## config.mk

```make
export PLATFORM = sky130hd
export DESIGN_NAME = bacd_decoder
export DESIGN_NICKNAME = d
export VERILOG_FILES = /design/src/rtl/bacd_pkg.sv /design/src/rtl/bacd_axil_slave.sv /design/src/rtl/bacd_decoder.sv /design/src/rtl/bacd_op_classify.sv
export SDC_FILE = /design/constraint.sdc
export NUM_CORES = 1
export LEC_CHECK = 0
export BUFFER_PORTS_ARGS = -buffer_cell sky130_fd_sc_hd__clkbuf_2
export CORE_ASPECT_RATIO = 1.2
export CORE_MARGIN = 5
export CORE_UTILIZATION = 35
export DETAILED_ROUTE_END_ITERATION = 10
export RECOVER_POWER = 100
export SETUP_SLACK_MARGIN = 0.2
export SKIP_LAST_GASP = 1
export SLEW_MARGIN = 20
export SYNTH_ARGS = -nofsm -noshare
export SYNTH_HDL_FRONTEND = slang
export SYNTH_SLANG_ARGS = --single-unit
```

## constraint.sdc

```tcl
create_clock -name sys_clk -period 1.8 [get_ports sys_clk]
set_clock_uncertainty 0.15 [all_clocks]
set_input_delay 0 -clock sys_clk [delete_from_list [all_inputs] [get_ports sys_clk]]
set_output_delay 0 -clock sys_clk [all_outputs]
set_load 0.02 [all_outputs]
```

## src/rtl/bacd_pkg.sv

```systemverilog
// Shared constants and types for the bit and control operation decoder
package bacd_pkg;
  localparam int unsigned AXI_AW = 8;
  localparam int unsigned WORD_W = 16;
  localparam int unsigned TGT_W = 20;

  localparam logic [AXI_AW-1:0] REG_CTRL = 8'h00;
  localparam logic [AXI_AW-1:0] REG_STATUS = 8'h04;
  localparam logic [AXI_AW-1:0] REG_CLEAR = 8'h08;
  localparam logic [AXI_AW-1:0] REG_COUNT = 8'h0c;
  localparam logic [1:0] RESP_OKAY = 2'h0;
  localparam logic [1:0] RESP_SLVERR = 2'h2;

  localparam int unsigned CTRL_EN = 0;
  localparam int unsigned ST_GIE = 0;
  localparam int unsigned ST_PEIE = 1;
  localparam int unsigned ST_TO = 2;
  localparam int unsigned ST_PD = 3;
  localparam int unsigned ST_PEND = 4;
  localparam int unsigned CLR_GIE = 0;
  localparam int unsigned CLR_PEIE = 1;
  localparam int unsigned CLR_FLAGS = 2;

  localparam logic CTRL_EN_RST = 1'b1;
  localparam logic TO_RST = 1'b1;
  localparam logic PD_RST = 1'b1;
  localparam logic STBY_TO = 1'b1;
  localparam logic STBY_PD = 1'b0;

  // Instruction word fields
  localparam int unsigned NIB_HI = 15;
  localparam int unsigned NIB_LO = 12;
  localparam int unsigned BIT_HI = 11;
  localparam int unsigned BIT_LO = 9;
  localparam int unsigned ACC_POS = 8;
  localparam int unsigned BYTE_HI = 7;
  localparam int unsigned COND_HI = 10;
  localparam int unsigned COND_LO = 8;
  localparam int unsigned FAST_POS = 0;
  localparam int unsigned CALL_FAST_POS = 8;
  localparam int unsigned SEC_HI = 11;

  localparam logic [3:0] NIB_SKIP_CLR = 4'hb;
  localparam logic [3:0] NIB_SKIP_SET = 4'ha;
  localparam logic [3:0] NIB_BIT_CLR = 4'h9;
  localparam logic [3:0] NIB_BIT_SET = 4'h8;
  localparam logic [3:0] NIB_BIT_INV = 4'h7;
  localparam logic [3:0] NIB_SECOND = 4'hf;
  localparam logic [4:0] BR_PFX = 5'h1c;
  localparam logic [7:0] BYTE_JUMP = 8'hef;
  localparam logic [6:0] CALL_PFX = 7'h76;
  localparam logic [7:0] BYTE_RETURN_LITERAL = 8'h0c;
  localparam logic [14:0] RETURN_FROM_INTERRUPT_PFX = 15'h0008;
  localparam logic [15:0] W_POP = 16'h0006;
  localparam logic [15:0] W_PUSH = 16'h0005;
  localparam logic [15:0] W_STANDBY = 16'h0003;

  localparam logic [2:0] COND_Z = 3'h0;
  localparam logic [2:0] COND_NZ = 3'h1;
  localparam logic [2:0] COND_C = 3'h2;
  localparam logic [2:0] COND_NC = 3'h3;
  localparam logic [2:0] COND_OV = 3'h4;
  localparam logic [2:0] COND_NOV = 3'h5;
  localparam logic [2:0] COND_N = 3'h6;

  localparam logic [1:0] CYC_ONE = 2'h1;
  localparam logic [1:0] CYC_TWO = 2'h2;
  localparam logic [1:0] CYC_THREE = 2'h3;

  typedef enum logic [3:0] {
    OP_NOP, OP_BIT_CLR, OP_BIT_SET, OP_BIT_INV, OP_SKIP_CLR,
    OP_SKIP_SET, OP_BRANCH, OP_JUMP, OP_CALL, OP_TARGET, OP_POP,
    OP_PUSH, OP_RETURN_FROM_INTERRUPT, OP_RETURN_LITERAL, OP_STANDBY
  } bacd_op_type;

  function automatic logic reg_mapped(input logic [AXI_AW-1:0] a);
    return a == REG_CTRL || a == REG_STATUS || a == REG_CLEAR ||
      a == REG_COUNT;
  endfunction : reg_mapped
endpackage : bacd_pkg

```

## src/rtl/bacd_axil_slave.sv

```systemverilog
// AXI4-Lite slave front end with a simple register strobe port
`timescale 1ns/1ns
`default_nettype none
module bacd_axil_slave (
  input wire logic sys_clk,
  input wire logic sys_rst,
  input wire logic [bacd_pkg::AXI_AW-1:0] awaddr,
  input wire logic awvalid,
  output logic awready,
  input wire logic [31:0] wdata,
  input wire logic [3:0] wstrb,
  input wire logic wvalid,
  output logic wready,
  output logic [1:0] bresp,
  output logic bvalid,
  input wire logic bready,
  input wire logic [bacd_pkg::AXI_AW-1:0] araddr,
  input wire logic arvalid,
  output logic arready,
  output logic [31:0] rdata,
  output logic [1:0] rresp,
  output logic rvalid,
  input wire logic rready,
  output logic wr_en,
  output logic [bacd_pkg::AXI_AW-1:0] wr_addr,
  output logic [31:0] wr_data,
  output logic [3:0] wr_strb,
  output logic [bacd_pkg::AXI_AW-1:0] rd_addr,
  input wire logic [31:0] rd_data
);
  typedef struct packed {
    logic aw_held;
    logic w_held;
    logic awready;
    logic wready;
    logic arready;
    logic [bacd_pkg::AXI_AW-1:0] awaddr;
    logic [31:0] wdata;
    logic [3:0] wstrb;
    logic bvalid;
    logic [1:0] bresp;
    logic wr_en;
    logic rd_pend;
    logic [bacd_pkg::AXI_AW-1:0] araddr;
    logic rvalid;
    logic [1:0] rresp;
    logic [31:0] rdata;
  } bacd_axil_type;

  bacd_axil_type s;
  bacd_axil_type next_s;

  always_comb begin
    next_s = s;
    next_s.wr_en = 1'b0;
    if (awvalid && s.awready) begin
      next_s.aw_held = 1'b1;
      next_s.awaddr = awaddr;
    end
    if (wvalid && s.wready) begin
      next_s.w_held = 1'b1;
      next_s.wdata = wdata;
      next_s.wstrb = wstrb;
    end
    if (s.aw_held && s.w_held && !s.bvalid) begin
      next_s.aw_held = 1'b0;
      next_s.w_held = 1'b0;
      next_s.wr_en = 1'b1;
      next_s.bvalid = 1'b1;
      next_s.bresp = bacd_pkg::reg_mapped(s.awaddr) ?
        bacd_pkg::RESP_OKAY : bacd_pkg::RESP_SLVERR;
    end
    if (s.bvalid && bready) begin
      next_s.bvalid = 1'b0;
    end
    if (arvalid && s.arready) begin
      next_s.rd_pend = 1'b1;
      next_s.araddr = araddr;
    end
    if (s.rd_pend) begin
      next_s.rd_pend = 1'b0;
      next_s.rvalid = 1'b1;
      if (bacd_pkg::reg_mapped(s.araddr)) begin
        next_s.rdata = rd_data;
        next_s.rresp = bacd_pkg::RESP_OKAY;
      end else begin
        next_s.rdata = 32'h0000_0000;
        next_s.rresp = bacd_pkg::RESP_SLVERR;
      end
    end
    if (s.rvalid && rready) begin
      next_s.rvalid = 1'b0;
    end
    // One write and one read in flight at most
    next_s.awready = !next_s.aw_held && !next_s.bvalid;
    next_s.wready = !next_s.w_held && !next_s.bvalid;
    next_s.arready = !next_s.rd_pend && !next_s.rvalid;
  end

  always_ff @(posedge sys_clk) begin
    if (sys_rst) begin
      s <= '0;
    end else begin
      s <= next_s;
    end
  end

  assign awready = s.awready;
  assign wready = s.wready;
  assign bvalid = s.bvalid;
  assign bresp = s.bresp;
  assign arready = s.arready;
  assign rvalid = s.rvalid;
  assign rresp = s.rresp;
  assign rdata = s.rdata;
  assign wr_en = s.wr_en;
  assign wr_addr = s.awaddr;
  assign wr_data = s.wdata;
  assign wr_strb = s.wstrb;
  assign rd_addr = s.araddr;
endmodule : bacd_axil_slave
`default_nettype wire

```

## src/rtl/bacd_decoder.sv

```systemverilog
// Bit test, skip and control operation decoder with register access
// Notes on behaviour
// - Nibble 1011 skips if bit clear; 1 cycle, 2 or 3 when skipping.
// - Nibble 1010 skips if bit set; same fields and cycle costs.
// - Prefix 1110 0111 branches when negative clear; 1 or 2 cycles.
// - Prefix 1110 0101 branches when overflow clear; all 1110 0ccc branch.
// - Absolute jump and call take two words; second word is 1111 plus 12.
// - Word 0x0006 pops the return stack in one cycle.
// - Word 0x0005 pushes the return address in one cycle.
// - 0000 0000 0001 000s returns from interrupt, sets both enables.
// - Prefix 0000 1100 returns with literal into working register.
// - Word 0x0003 enters standby and updates timeout and power flags.
// - Taken tests and program counter changes add no-op cycles; two for a skip over a two-word instruction.
// - A lone second word executes as a no-op.
//
// Design decisions made here: the AXI4-Lite slave port and the register addresses.
`timescale 1ns/1ns
`default_nettype none
module bacd_decoder (
  input wire logic sys_clk,
  input wire logic sys_rst,
  input wire logic [bacd_pkg::AXI_AW-1:0] s_axi_awaddr,
  input wire logic s_axi_awvalid,
  output logic s_axi_awready,
  input wire logic [31:0] s_axi_wdata,
  input wire logic [3:0] s_axi_wstrb,
  input wire logic s_axi_wvalid,
  output logic s_axi_wready,
  output logic [1:0] s_axi_bresp,
  output logic s_axi_bvalid,
  input wire logic s_axi_bready,
  input wire logic [bacd_pkg::AXI_AW-1:0] s_axi_araddr,
  input wire logic s_axi_arvalid,
  output logic s_axi_arready,
  output logic [31:0] s_axi_rdata,
  output logic [1:0] s_axi_rresp,
  output logic s_axi_rvalid,
  input wire logic s_axi_rready,
  input wire logic instr_valid,
  input wire logic [15:0] instr_word,
  input wire logic test_bit,
  input wire logic next_two_word,
  input wire logic flag_z,
  input wire logic flag_c,
  input wire logic flag_ov,
  input wire logic flag_n,
  output logic dec_valid,
  output bacd_pkg::bacd_op_type dec_op,
  output logic [2:0] bit_index,
  output logic access_bank,
  output logic [7:0] file_addr,
  output logic [7:0] literal,
  output logic [bacd_pkg::TGT_W-1:0] target,
  output logic fast_restore,
  output logic branch_taken,
  output logic insert_nop,
  output logic [1:0] cycles,
  output logic global_interrupt_enable,
  output logic peripheral_interrupt_enable,
  output logic watchdog_expired_flag,
  output logic power_down_flag
);
  typedef struct packed {
    logic en;
    logic gie;
    logic peie;
    logic wdt_to;
    logic pd;
    logic pend;
    logic [7:0] tgt_lo;
    logic valid;
    bacd_pkg::bacd_op_type op;
    logic [2:0] bit_idx;
    logic acc;
    logic [7:0] faddr;
    logic [7:0] lit;
    logic [bacd_pkg::TGT_W-1:0] tgt;
    logic fast;
    logic taken;
    logic nop;
    logic [1:0] cyc;
    logic [15:0] count;
  } bacd_state_type;

  bacd_state_type s;
  bacd_state_type next_s;
  bacd_pkg::bacd_op_type raw_op;
  logic wr_en;
  logic [bacd_pkg::AXI_AW-1:0] wr_addr;
  logic [31:0] wr_data;
  logic [3:0] wr_strb;
  logic [bacd_pkg::AXI_AW-1:0] rd_addr;
  logic [31:0] rd_data;
  logic cond_ok;
  logic go;

  bacd_axil_slave u_axil (
    .sys_clk(sys_clk),
    .sys_rst(sys_rst),
    .awaddr(s_axi_awaddr),
    .awvalid(s_axi_awvalid),
    .awready(s_axi_awready),
    .wdata(s_axi_wdata),
    .wstrb(s_axi_wstrb),
    .wvalid(s_axi_wvalid),
    .wready(s_axi_wready),
    .bresp(s_axi_bresp),
    .bvalid(s_axi_bvalid),
    .bready(s_axi_bready),
    .araddr(s_axi_araddr),
    .arvalid(s_axi_arvalid),
    .arready(s_axi_arready),
    .rdata(s_axi_rdata),
    .rresp(s_axi_rresp),
    .rvalid(s_axi_rvalid),
    .rready(s_axi_rready),
    .wr_en(wr_en),
    .wr_addr(wr_addr),
    .wr_data(wr_data),
    .wr_strb(wr_strb),
    .rd_addr(rd_addr),
    .rd_data(rd_data)
  );

  bacd_op_classify u_cls (
    .word(instr_word),
    .op(raw_op)
  );

  always_comb begin
    rd_data = 32'h0000_0000;
    unique case (rd_addr)
      bacd_pkg::REG_CTRL: rd_data[bacd_pkg::CTRL_EN] = s.en;
      bacd_pkg::REG_STATUS: begin
        rd_data[bacd_pkg::ST_GIE] = s.gie;
        rd_data[bacd_pkg::ST_PEIE] = s.peie;
        rd_data[bacd_pkg::ST_TO] = s.wdt_to;
        rd_data[bacd_pkg::ST_PD] = s.pd;
        rd_data[bacd_pkg::ST_PEND] = s.pend;
      end
      bacd_pkg::REG_COUNT: rd_data[15:0] = s.count;
      default: rd_data = 32'h0000_0000;
    endcase
  end

  // Branch condition from the low three bits of the prefix byte
  always_comb begin
    unique case (instr_word[bacd_pkg::COND_HI:bacd_pkg::COND_LO])
      bacd_pkg::COND_Z: cond_ok = flag_z;
      bacd_pkg::COND_NZ: cond_ok = !flag_z;
      bacd_pkg::COND_C: cond_ok = flag_c;
      bacd_pkg::COND_NC: cond_ok = !flag_c;
      bacd_pkg::COND_OV: cond_ok = flag_ov;
      bacd_pkg::COND_NOV: cond_ok = !flag_ov;
      bacd_pkg::COND_N: cond_ok = flag_n;
      default: cond_ok = !flag_n;
    endcase
  end

  assign go = instr_valid && s.en;

  always_comb begin
    next_s = s;
    next_s.valid = 1'b0;
    // Software writes: clear requests lose to same-cycle hardware sets
    if (wr_en && wr_strb[0]) begin
      if (wr_addr == bacd_pkg::REG_CTRL) begin
        next_s.en = wr_data[bacd_pkg::CTRL_EN];
      end
      if (wr_addr == bacd_pkg::REG_CLEAR) begin
        if (wr_data[bacd_pkg::CLR_GIE]) next_s.gie = 1'b0;
        if (wr_data[bacd_pkg::CLR_PEIE]) next_s.peie = 1'b0;
        if (wr_data[bacd_pkg::CLR_FLAGS]) begin
          next_s.wdt_to = bacd_pkg::TO_RST;
          next_s.pd = bacd_pkg::PD_RST;
        end
      end
    end
    if (go) begin
      next_s.valid = 1'b1;
      next_s.count = s.count + 16'h0001;
      next_s.op = raw_op;
      next_s.bit_idx = instr_word[bacd_pkg::BIT_HI:bacd_pkg::BIT_LO];
      next_s.acc = instr_word[bacd_pkg::ACC_POS];
      next_s.faddr = instr_word[bacd_pkg::BYTE_HI:0];
      next_s.lit = instr_word[bacd_pkg::BYTE_HI:0];
      next_s.fast = instr_word[bacd_pkg::FAST_POS];
      next_s.taken = 1'b0;
      next_s.cyc = bacd_pkg::CYC_ONE;
      next_s.pend = 1'b0;
      if (s.pend && instr_word[bacd_pkg::NIB_HI:bacd_pkg::NIB_LO] ==
          bacd_pkg::NIB_SECOND) begin
        next_s.op = bacd_pkg::OP_TARGET;
        next_s.tgt = {instr_word[bacd_pkg::SEC_HI:0], s.tgt_lo};
        next_s.cyc = bacd_pkg::CYC_TWO;
      end else begin
        unique case (raw_op)
          bacd_pkg::OP_SKIP_CLR, bacd_pkg::OP_SKIP_SET: begin
            next_s.taken = (raw_op == bacd_pkg::OP_SKIP_SET) ?
              test_bit : !test_bit;
            if (next_s.taken) begin
              next_s.cyc = next_two_word ?
                bacd_pkg::CYC_THREE : bacd_pkg::CYC_TWO;
            end
          end
          bacd_pkg::OP_BRANCH: begin
            next_s.taken = cond_ok;
            next_s.cyc = cond_ok ? bacd_pkg::CYC_TWO : bacd_pkg::CYC_ONE;
          end
          bacd_pkg::OP_JUMP, bacd_pkg::OP_CALL: begin
            next_s.pend = 1'b1;
            next_s.tgt_lo = instr_word[bacd_pkg::BYTE_HI:0];
            next_s.fast = instr_word[bacd_pkg::CALL_FAST_POS];
            next_s.cyc = bacd_pkg::CYC_TWO;
          end
          bacd_pkg::OP_RETURN_FROM_INTERRUPT: begin
            next_s.gie = 1'b1;
            next_s.peie = 1'b1;
            next_s.cyc = bacd_pkg::CYC_TWO;
          end
          bacd_pkg::OP_RETURN_LITERAL: next_s.cyc = bacd_pkg::CYC_TWO;
          bacd_pkg::OP_STANDBY: begin
            next_s.wdt_to = bacd_pkg::STBY_TO;
            next_s.pd = bacd_pkg::STBY_PD;
          end
          // Single-cycle ops: pop, push, bit ops, lone second word
          default: next_s.cyc = bacd_pkg::CYC_ONE;
        endcase
      end
      // Every extra cycle beyond the first runs as a no-op
      next_s.nop = next_s.cyc != bacd_pkg::CYC_ONE;
    end
  end

  always_ff @(posedge sys_clk) begin
    if (sys_rst) begin
      s <= '0;
      s.en <= bacd_pkg::CTRL_EN_RST;
      s.wdt_to <= bacd_pkg::TO_RST;
      s.pd <= bacd_pkg::PD_RST;
      s.op <= bacd_pkg::OP_NOP;
      s.cyc <= bacd_pkg::CYC_ONE;
    end else begin
      s <= next_s;
    end
  end

  assign dec_valid = s.valid;
  assign dec_op = s.op;
  assign bit_index = s.bit_idx;
  assign access_bank = s.acc;
  assign file_addr = s.faddr;
  assign literal = s.lit;
  assign target = s.tgt;
  assign fast_restore = s.fast;
  assign branch_taken = s.taken;
  assign insert_nop = s.nop;
  assign cycles = s.cyc;
  assign global_interrupt_enable = s.gie;
  assign peripheral_interrupt_enable = s.peie;
  assign watchdog_expired_flag = s.wdt_to;
  assign power_down_flag = s.pd;

  logic [15:0] prev_word;
  always_ff @(posedge sys_clk) begin
    prev_word <= instr_word;
  end
endmodule : bacd_decoder
`default_nettype wire

```

## src/rtl/bacd_op_classify.sv

```systemverilog
// Opcode pattern matcher for one instruction word
`timescale 1ns/1ns
`default_nettype none
module bacd_op_classify (
  input wire logic [15:0] word,
  output bacd_pkg::bacd_op_type op
);
  logic [3:0] nib;

  always_comb begin
    nib = word[bacd_pkg::NIB_HI:bacd_pkg::NIB_LO];
    op = bacd_pkg::OP_NOP;
    if (nib == bacd_pkg::NIB_SKIP_CLR) begin
      op = bacd_pkg::OP_SKIP_CLR;
    end else if (nib == bacd_pkg::NIB_SKIP_SET) begin
      op = bacd_pkg::OP_SKIP_SET;
    end else if (nib == bacd_pkg::NIB_BIT_CLR) begin
      op = bacd_pkg::OP_BIT_CLR;
    end else if (nib == bacd_pkg::NIB_BIT_SET) begin
      op = bacd_pkg::OP_BIT_SET;
    end else if (nib == bacd_pkg::NIB_BIT_INV) begin
      op = bacd_pkg::OP_BIT_INV;
    end else if (word[15:11] == bacd_pkg::BR_PFX) begin
      op = bacd_pkg::OP_BRANCH;
    end else if (word[15:8] == bacd_pkg::BYTE_JUMP) begin
      op = bacd_pkg::OP_JUMP;
    end else if (word[15:9] == bacd_pkg::CALL_PFX) begin
      op = bacd_pkg::OP_CALL;
    end else if (word[15:8] == bacd_pkg::BYTE_RETURN_LITERAL) begin
      op = bacd_pkg::OP_RETURN_LITERAL;
    end else if (word[15:1] == bacd_pkg::RETURN_FROM_INTERRUPT_PFX) begin
      op = bacd_pkg::OP_RETURN_FROM_INTERRUPT;
    end else if (word == bacd_pkg::W_POP) begin
      op = bacd_pkg::OP_POP;
    end else if (word == bacd_pkg::W_PUSH) begin
      op = bacd_pkg::OP_PUSH;
    end else if (word == bacd_pkg::W_STANDBY) begin
      op = bacd_pkg::OP_STANDBY;
    end
  end
endmodule : bacd_op_classify
`default_nettype wire

```

== Word level (Yosys, flattened, before mapping) ==
Index checks and enable logic that the tools add are counted.

* $add $sub $neg: 1
* Multipliers: 0
* Div/mod/pow operators: 0
* Magnitude comparators: 0
* Equality and inequality tests: 35
* Shifts and indexed selects: 0
* Mux-type cells: 50
* Bitwise operators: 1
* Reductions and logical operators: 39

{| class="wikitable"
|+ Operators by type and width
! cell !! count
|-
| $mux W79 || 1
|-
| $mux W4 || 17
|-
| $eq A8 B4 Y1 const B || 5
|-
| $eq A4 B4 Y1 const B || 9
|-
| $mux W35 || 1
|-
| $mux W34 || 1
|-
| $eq A16 B3 Y1 const B || 2
|-
| $eq A4 B3 Y1 const B || 5
|-
| $mux W2 || 10
|-
| $mux W20 || 1
|-
| $mux W9 || 2
|-
| $add A16 B1 Y16 const B || 1
|-
| $eq A16 B2 Y1 const B || 1
|-
| $eq A8 B3 Y1 const B || 2
|-
| $logic_not A8 Y1 || 2
|-
| $eq A15 B4 Y1 const B || 1
|-
| $logic_and A1 B1 Y1 || 13
|-
| $mux W13 || 1
|-
| $logic_not A1 Y1 || 11
|-
| $mux W11 || 1
|-
| $mux W1 || 10
|-
| $eq A3 B3 Y1 const B || 3
|-
| $eq A8 B8 Y1 const B || 1
|-
| $pmux W4 S2 || 1
|-
| 16 further kinds || 24
|}

* Register bits: 137
* Latch bits: 0
* Memory bits (writable): 0
* Bits in read-only memories: 0
* Bits of input ports: 82
* Word-level logic and storage cells: 160
* Memories: 0

== Depth between registers and ports, before layout ==
* Depth after elaboration: 22
* Depth in mapped cells: 8
* Mapped depth without buffers: 6

== Modules after synthesis ==
A second synthesis with hierarchy kept.

* Cell total of the unflattened synthesis: 954
* Area total of the unflattened synthesis: 7,903.8 µm²

{| class="wikitable"
|+ By module, submodules not included
! module !! times used !! cells each !! area an instance (µm²)
|-
| bacd_axil_slave || 1 || 502 || 4,140.2
|-
| bacd_decoder || 1 || 410 || 3,474.6
|-
| bacd_op_classify || 1 || 42 || 289.0
|}

== Worst setup path after synthesis ==
Ideal clock, no wire load.

* Path type: register to register
* Start point: reg u_axil.s (netlist bit u_axil.rd_addr[1])
* End point: reg u_axil.s (netlist bit u_axil.rdata[8])
* Setup time: 0.066 ns
* Arrival: 1.583 ns
* Slack: 0.002 ns
* Stages on the path, launching flop included: 8
* Clock period less this slack: 1.798 ns
* Cells stage by stage: dfxtp_1 > or4_4 > nor3_4 > and3_4 > and2_4 > buf_12 > a21oi_2 > nor2_2

* Longest elaborated chain between the ends: 5

{| class="wikitable"
|+ Ends and longest elaborated chain
! item !! RTL line !! text
|-
| from (decl) || bacd_axil_slave.sv:50 || <nowiki>bacd_axil_type s;</nowiki>
|-
| from (signal assigned) || bacd_axil_slave.sv:104 || <nowiki>s <= next_s;</nowiki>
|-
| $eq A8 B3 Y1 / $logic_not A8 Y1 (equally long branches) || bacd_pkg.sv:77 || <nowiki>return a == REG_CTRL || a == REG_STATUS || a == REG_CLEAR ||</nowiki>
|-
| $logic_or A1 B1 Y1 (3 in series) || bacd_pkg.sv:77 ||
|-
| $mux W34 (*) || bacd_axil_slave.sv:83 || <nowiki>if (bacd_pkg::reg_mapped(s.araddr)) begin</nowiki>
|}

Mark *: on every way between the ends. The rest lies on a longest branch, timed or not.
A chain may end at the register's enable or synchronous reset.

== Worst setup path in the final report ==
* Start point: reg u_axil.s (netlist bit u_axil.rd_addr[1])
* End point: reg u_axil.s (netlist bit u_axil.rdata[15])

Same word-level chain as after synthesis.

==> implementation parameters <==
Parameter                              Value

Logic synthesis
  Cell area after technology mapping    5525 um^2
  Dominant register cell in the synthesized netlist    dfxtp_1
  Post-synthesis cell type count    58
  Number of enable flip-flop cells after synthesis    0
  Mean area per synthesized cell    8.410 um^2
  Area contributors post-synth    dfxtp_1 (43%), buf_4 (11%), nand2_1 (7.9%), a21oi_1 (6.3%), nor2_1 (3.7%)
  Number of instances in the synthesized netlist    657
  Ys Warns    0
  Flip-flop and latch count after synthesis    119
  Top cell type by total area after synthesis    dfxtp_1
  Fraction of registers with async set/reset    0%
  Sequential area share after synthesis    43.12%
  Area fraction of the dominant cell type after synthesis    43.12%

STA
  Least setup slack across all paths after layout    18.29 ps
  Rel. slew slack    59.85%
  Period minus WS final    1782 ps
  Crit share post-route    98.98%
  Maximum clock frequency    0.5613 GHz
  Max Transition Viols Final    0
  Number of hold-slack violations in the final timing report    0
  Unrepaired setup endpoints after global routing    true
  Sum Neg Setup Slack    0 ps
  Number of failing setup endpoints in the final timing report    0
  Transition time of the tightest slew-check pin    602.3 ps

GRT
  Global route overflow    0
  Overall Global Routing Usage    15.30%
  Initial antenna violation count    0
  Wire length of the first global-routing pass    22920 um
  Vias in the first global route    4389
  Largest net degree at the start of global routing    44

Place
  HPWL Detailed    9588 um
  RD Place Congestion    0.7581
  Total of buffers placed on input and output ports    126
  Pre-CTS setup slack    -61.66 ps

Setup path
  Critical path required time    2000 ps
  Worst path arrival time    1980 ps
  Highest-delay cell along the critical path    or4_4
  Worst setup EP type    register
  Critical path start-end classification    reg2reg
  Cells on worst reg2reg path    6
  Delay of the slowest critical-path stage    540 ps
  Kind of start point of the critical path    register
  Largest fanout of any net on the critical path    6
  Critical-path cell list    or4_4, nor3_4, and3_4, and2_4, a21oi_1, nor2_1

Power
  Maximum vdd drop    556.3 uV
  Net switching fraction of the power    25.65%
  Part of the total power dissipated in combinational logic    9.7%
  Cell Pwr Density    966.2 nW/um^2
  Cell-internal power    5107 uW
  Share of power burned in the clock network    50.1%
  Sw Pwr    1761 uW
  Sequential group share of total power    40.2%
  Standby leakage power    0.002712 uW

Worst hold path
  Hold Crit Depth    5
  Worst hold path type    in2reg

Clocking
  TritonCTS Sinks    119
  Clock Tree Buf Depth    2
  Clk Tree Root Cell    clkbuf_16
  Number of buffers created by CTS    17
  H-tree lvl count    4
  Skew-Pair Late Insertion Delay    410 ps
  TritonCTS clock tree    built
  CTS clk-pin slew, worst paths    60 ps

Floorplan
  Starting utilization of the core area    35.47%
  # IOs    177
  Core area    15580 um^2
  Total number of placement rows    50
  Die extent in x    124.7 um
  Die area    18410 um^2
  Die Span Y    147.6 um

Route
  Total via count after detailed routing    4649
  Total length of routed wires    14330 um
  Detailed-route vias per instance    4.585
  Number of nets with antenna violations after routing    0
  Total DRC errors in the routed layout    0
  Mean routed wirelength per cell    14.14 um
  DR iter-0 viols    190
  Router iterations before antenna repair    4

Layout
  Fraction of layout instances using a drive strength above 1    21.59%
  Most common library cell in the layout ignoring fill and taps    nand2_1
  Final Net Count    876
  Area growth from synthesis to layout    28.65%
  Commonest non-fill, non-tap cells in the layout    nand2_1 (114), dfxtp_1 (113), clkbuf_1 (78)
  Antenna diodes    0

Job
  Number of max-cap violations    0

Outcome
  Outcome    completed
stage by stage:
step           util, %  area (um^2)  hold slack, ps  cells  power, uW
2_1_floorplan        -         5598          -38.54    674       3229
3_3_place_gp     38.12         5938           80.99    921       3378
3_5_place_dp     38.12         5938           82.81    921       3384
4_1_cts          45.87         7146          0.2697   1011       6936
5_1_grt          45.63         7108           39.74   1014       7128
6_report         45.63         7108           5.899   1014       6868
per-layer routing:
metal / up-vias / part of all wire [%] / track usage (%)
li1: 2366 / - / -
met1: 2156 / 44 / 18.74
met2: 107 / 49 / 25.49
met3: 20 / 5.7 / 4.771
met4: 0 / 1.8 / 5.318
met5: - / 0 / 0
power by group through the flow:
stage               clock, uW  sequential, uW  combinational, uW
floorplan                   0            2820                410
global placement            0            2820                562
detailed placement          0            2820                565
CTS                      3500            2760                669
global route             3630            2770                726
finish                   3440            2760                666
cells by family after synthesis:
kind of cell,Yosys count,share of synthesized area [%]
AO/OA/AOI/OAI,106,11.37
other,1,0.06787
AND/OR/NAND/NOR,274,24.14
multiplexers,17,3.419
buffers and inverters,121,14.81
adder cells (fa/ha/maj),1,0.2264
XOR/XNOR,18,2.853
flip-flops,119,43.12
flip-flops by register name, summed over array words and instances, names as in the netlist, 4 cells and up:
signal	cells
u_axil.wr_addr	8
u_axil.rd_addr	8
literal	8
s	26
target	20
dec_op	4
u_axil.rdata	16
worst max-delay path: cells and delay by family (launching register included):
kind / cells / cell delay [ps]
and+or+nand+nor: 5 / 1180
AOI/OAI and AO/OA: 1 / 80
DFF: 1 / 320
layout make-up:
| class | instances | area [um^2] |
|---|---|---|
| clock buffer | 18 | 439.2 |
| clock inverter | 14 | 163.9 |
| fill | 1570 | 8469 |
| inverter | 4 | 15.01 |
| multi-input combinational | 436 | 2469 |
| sequential | 119 | 2390 |
| tap | 208 | 260.3 |
| timing repair buffer | 215 | 1371 |
cell usage after synthesis (2+ instances only):
master / count
o31a_1: 2
nand2b_1: 3
xnor2_1: 5
nand3_1: 21
dfxtp_1: 119
buf_1: 2
inv_1: 4
a21oi_2: 11
or4_1: 2
clkbuf_1: 24
nor4_1: 3
nand3b_1: 2
buf_2: 4
nand2_1: 116
buf_6: 2
nor2_2: 10
nor2_1: 54
mux2i_1: 11
o31ai_1: 4
and3_1: 6
a21oi_1: 69
and2_1: 4
buf_4: 83
a211oi_1: 4
nand4_1: 6
buf_12: 2
mux2_2: 5
nor3_1: 10
and3b_1: 2
xor2_1: 13
o21ai_0: 8
nor2b_1: 19
and2_4: 2
worst paths after layout:
kind                                  startpoint                       endpoint  slack, ps
setup / recovery  u_axil.rd_addr[1]$_SDFFE_PP0P_  u_axil.rdata[15]$_SDFFE_PP0P_         20
hold / removal                     instr_word[9]        target[17]$_SDFFE_PP0P_          6
setup reg to reg  u_axil.rd_addr[1]$_SDFFE_PP0P_  u_axil.rdata[15]$_SDFFE_PP0P_         20
hold reg to reg           target[1]$_SDFFE_PP0P_         target[1]$_SDFFE_PP0P_        300
what timing repair did:
item,4_1_cts,5_1_grt
hold buffers,56,0
resized for setup,9,21
gates cloned,2,0
endpoints found under the setup margin,50,67
hold endpoints to repair,70,0
buffers inserted,0,3
pin swaps,7,11
No activity file was read; power rests on OpenSTA's default activity.
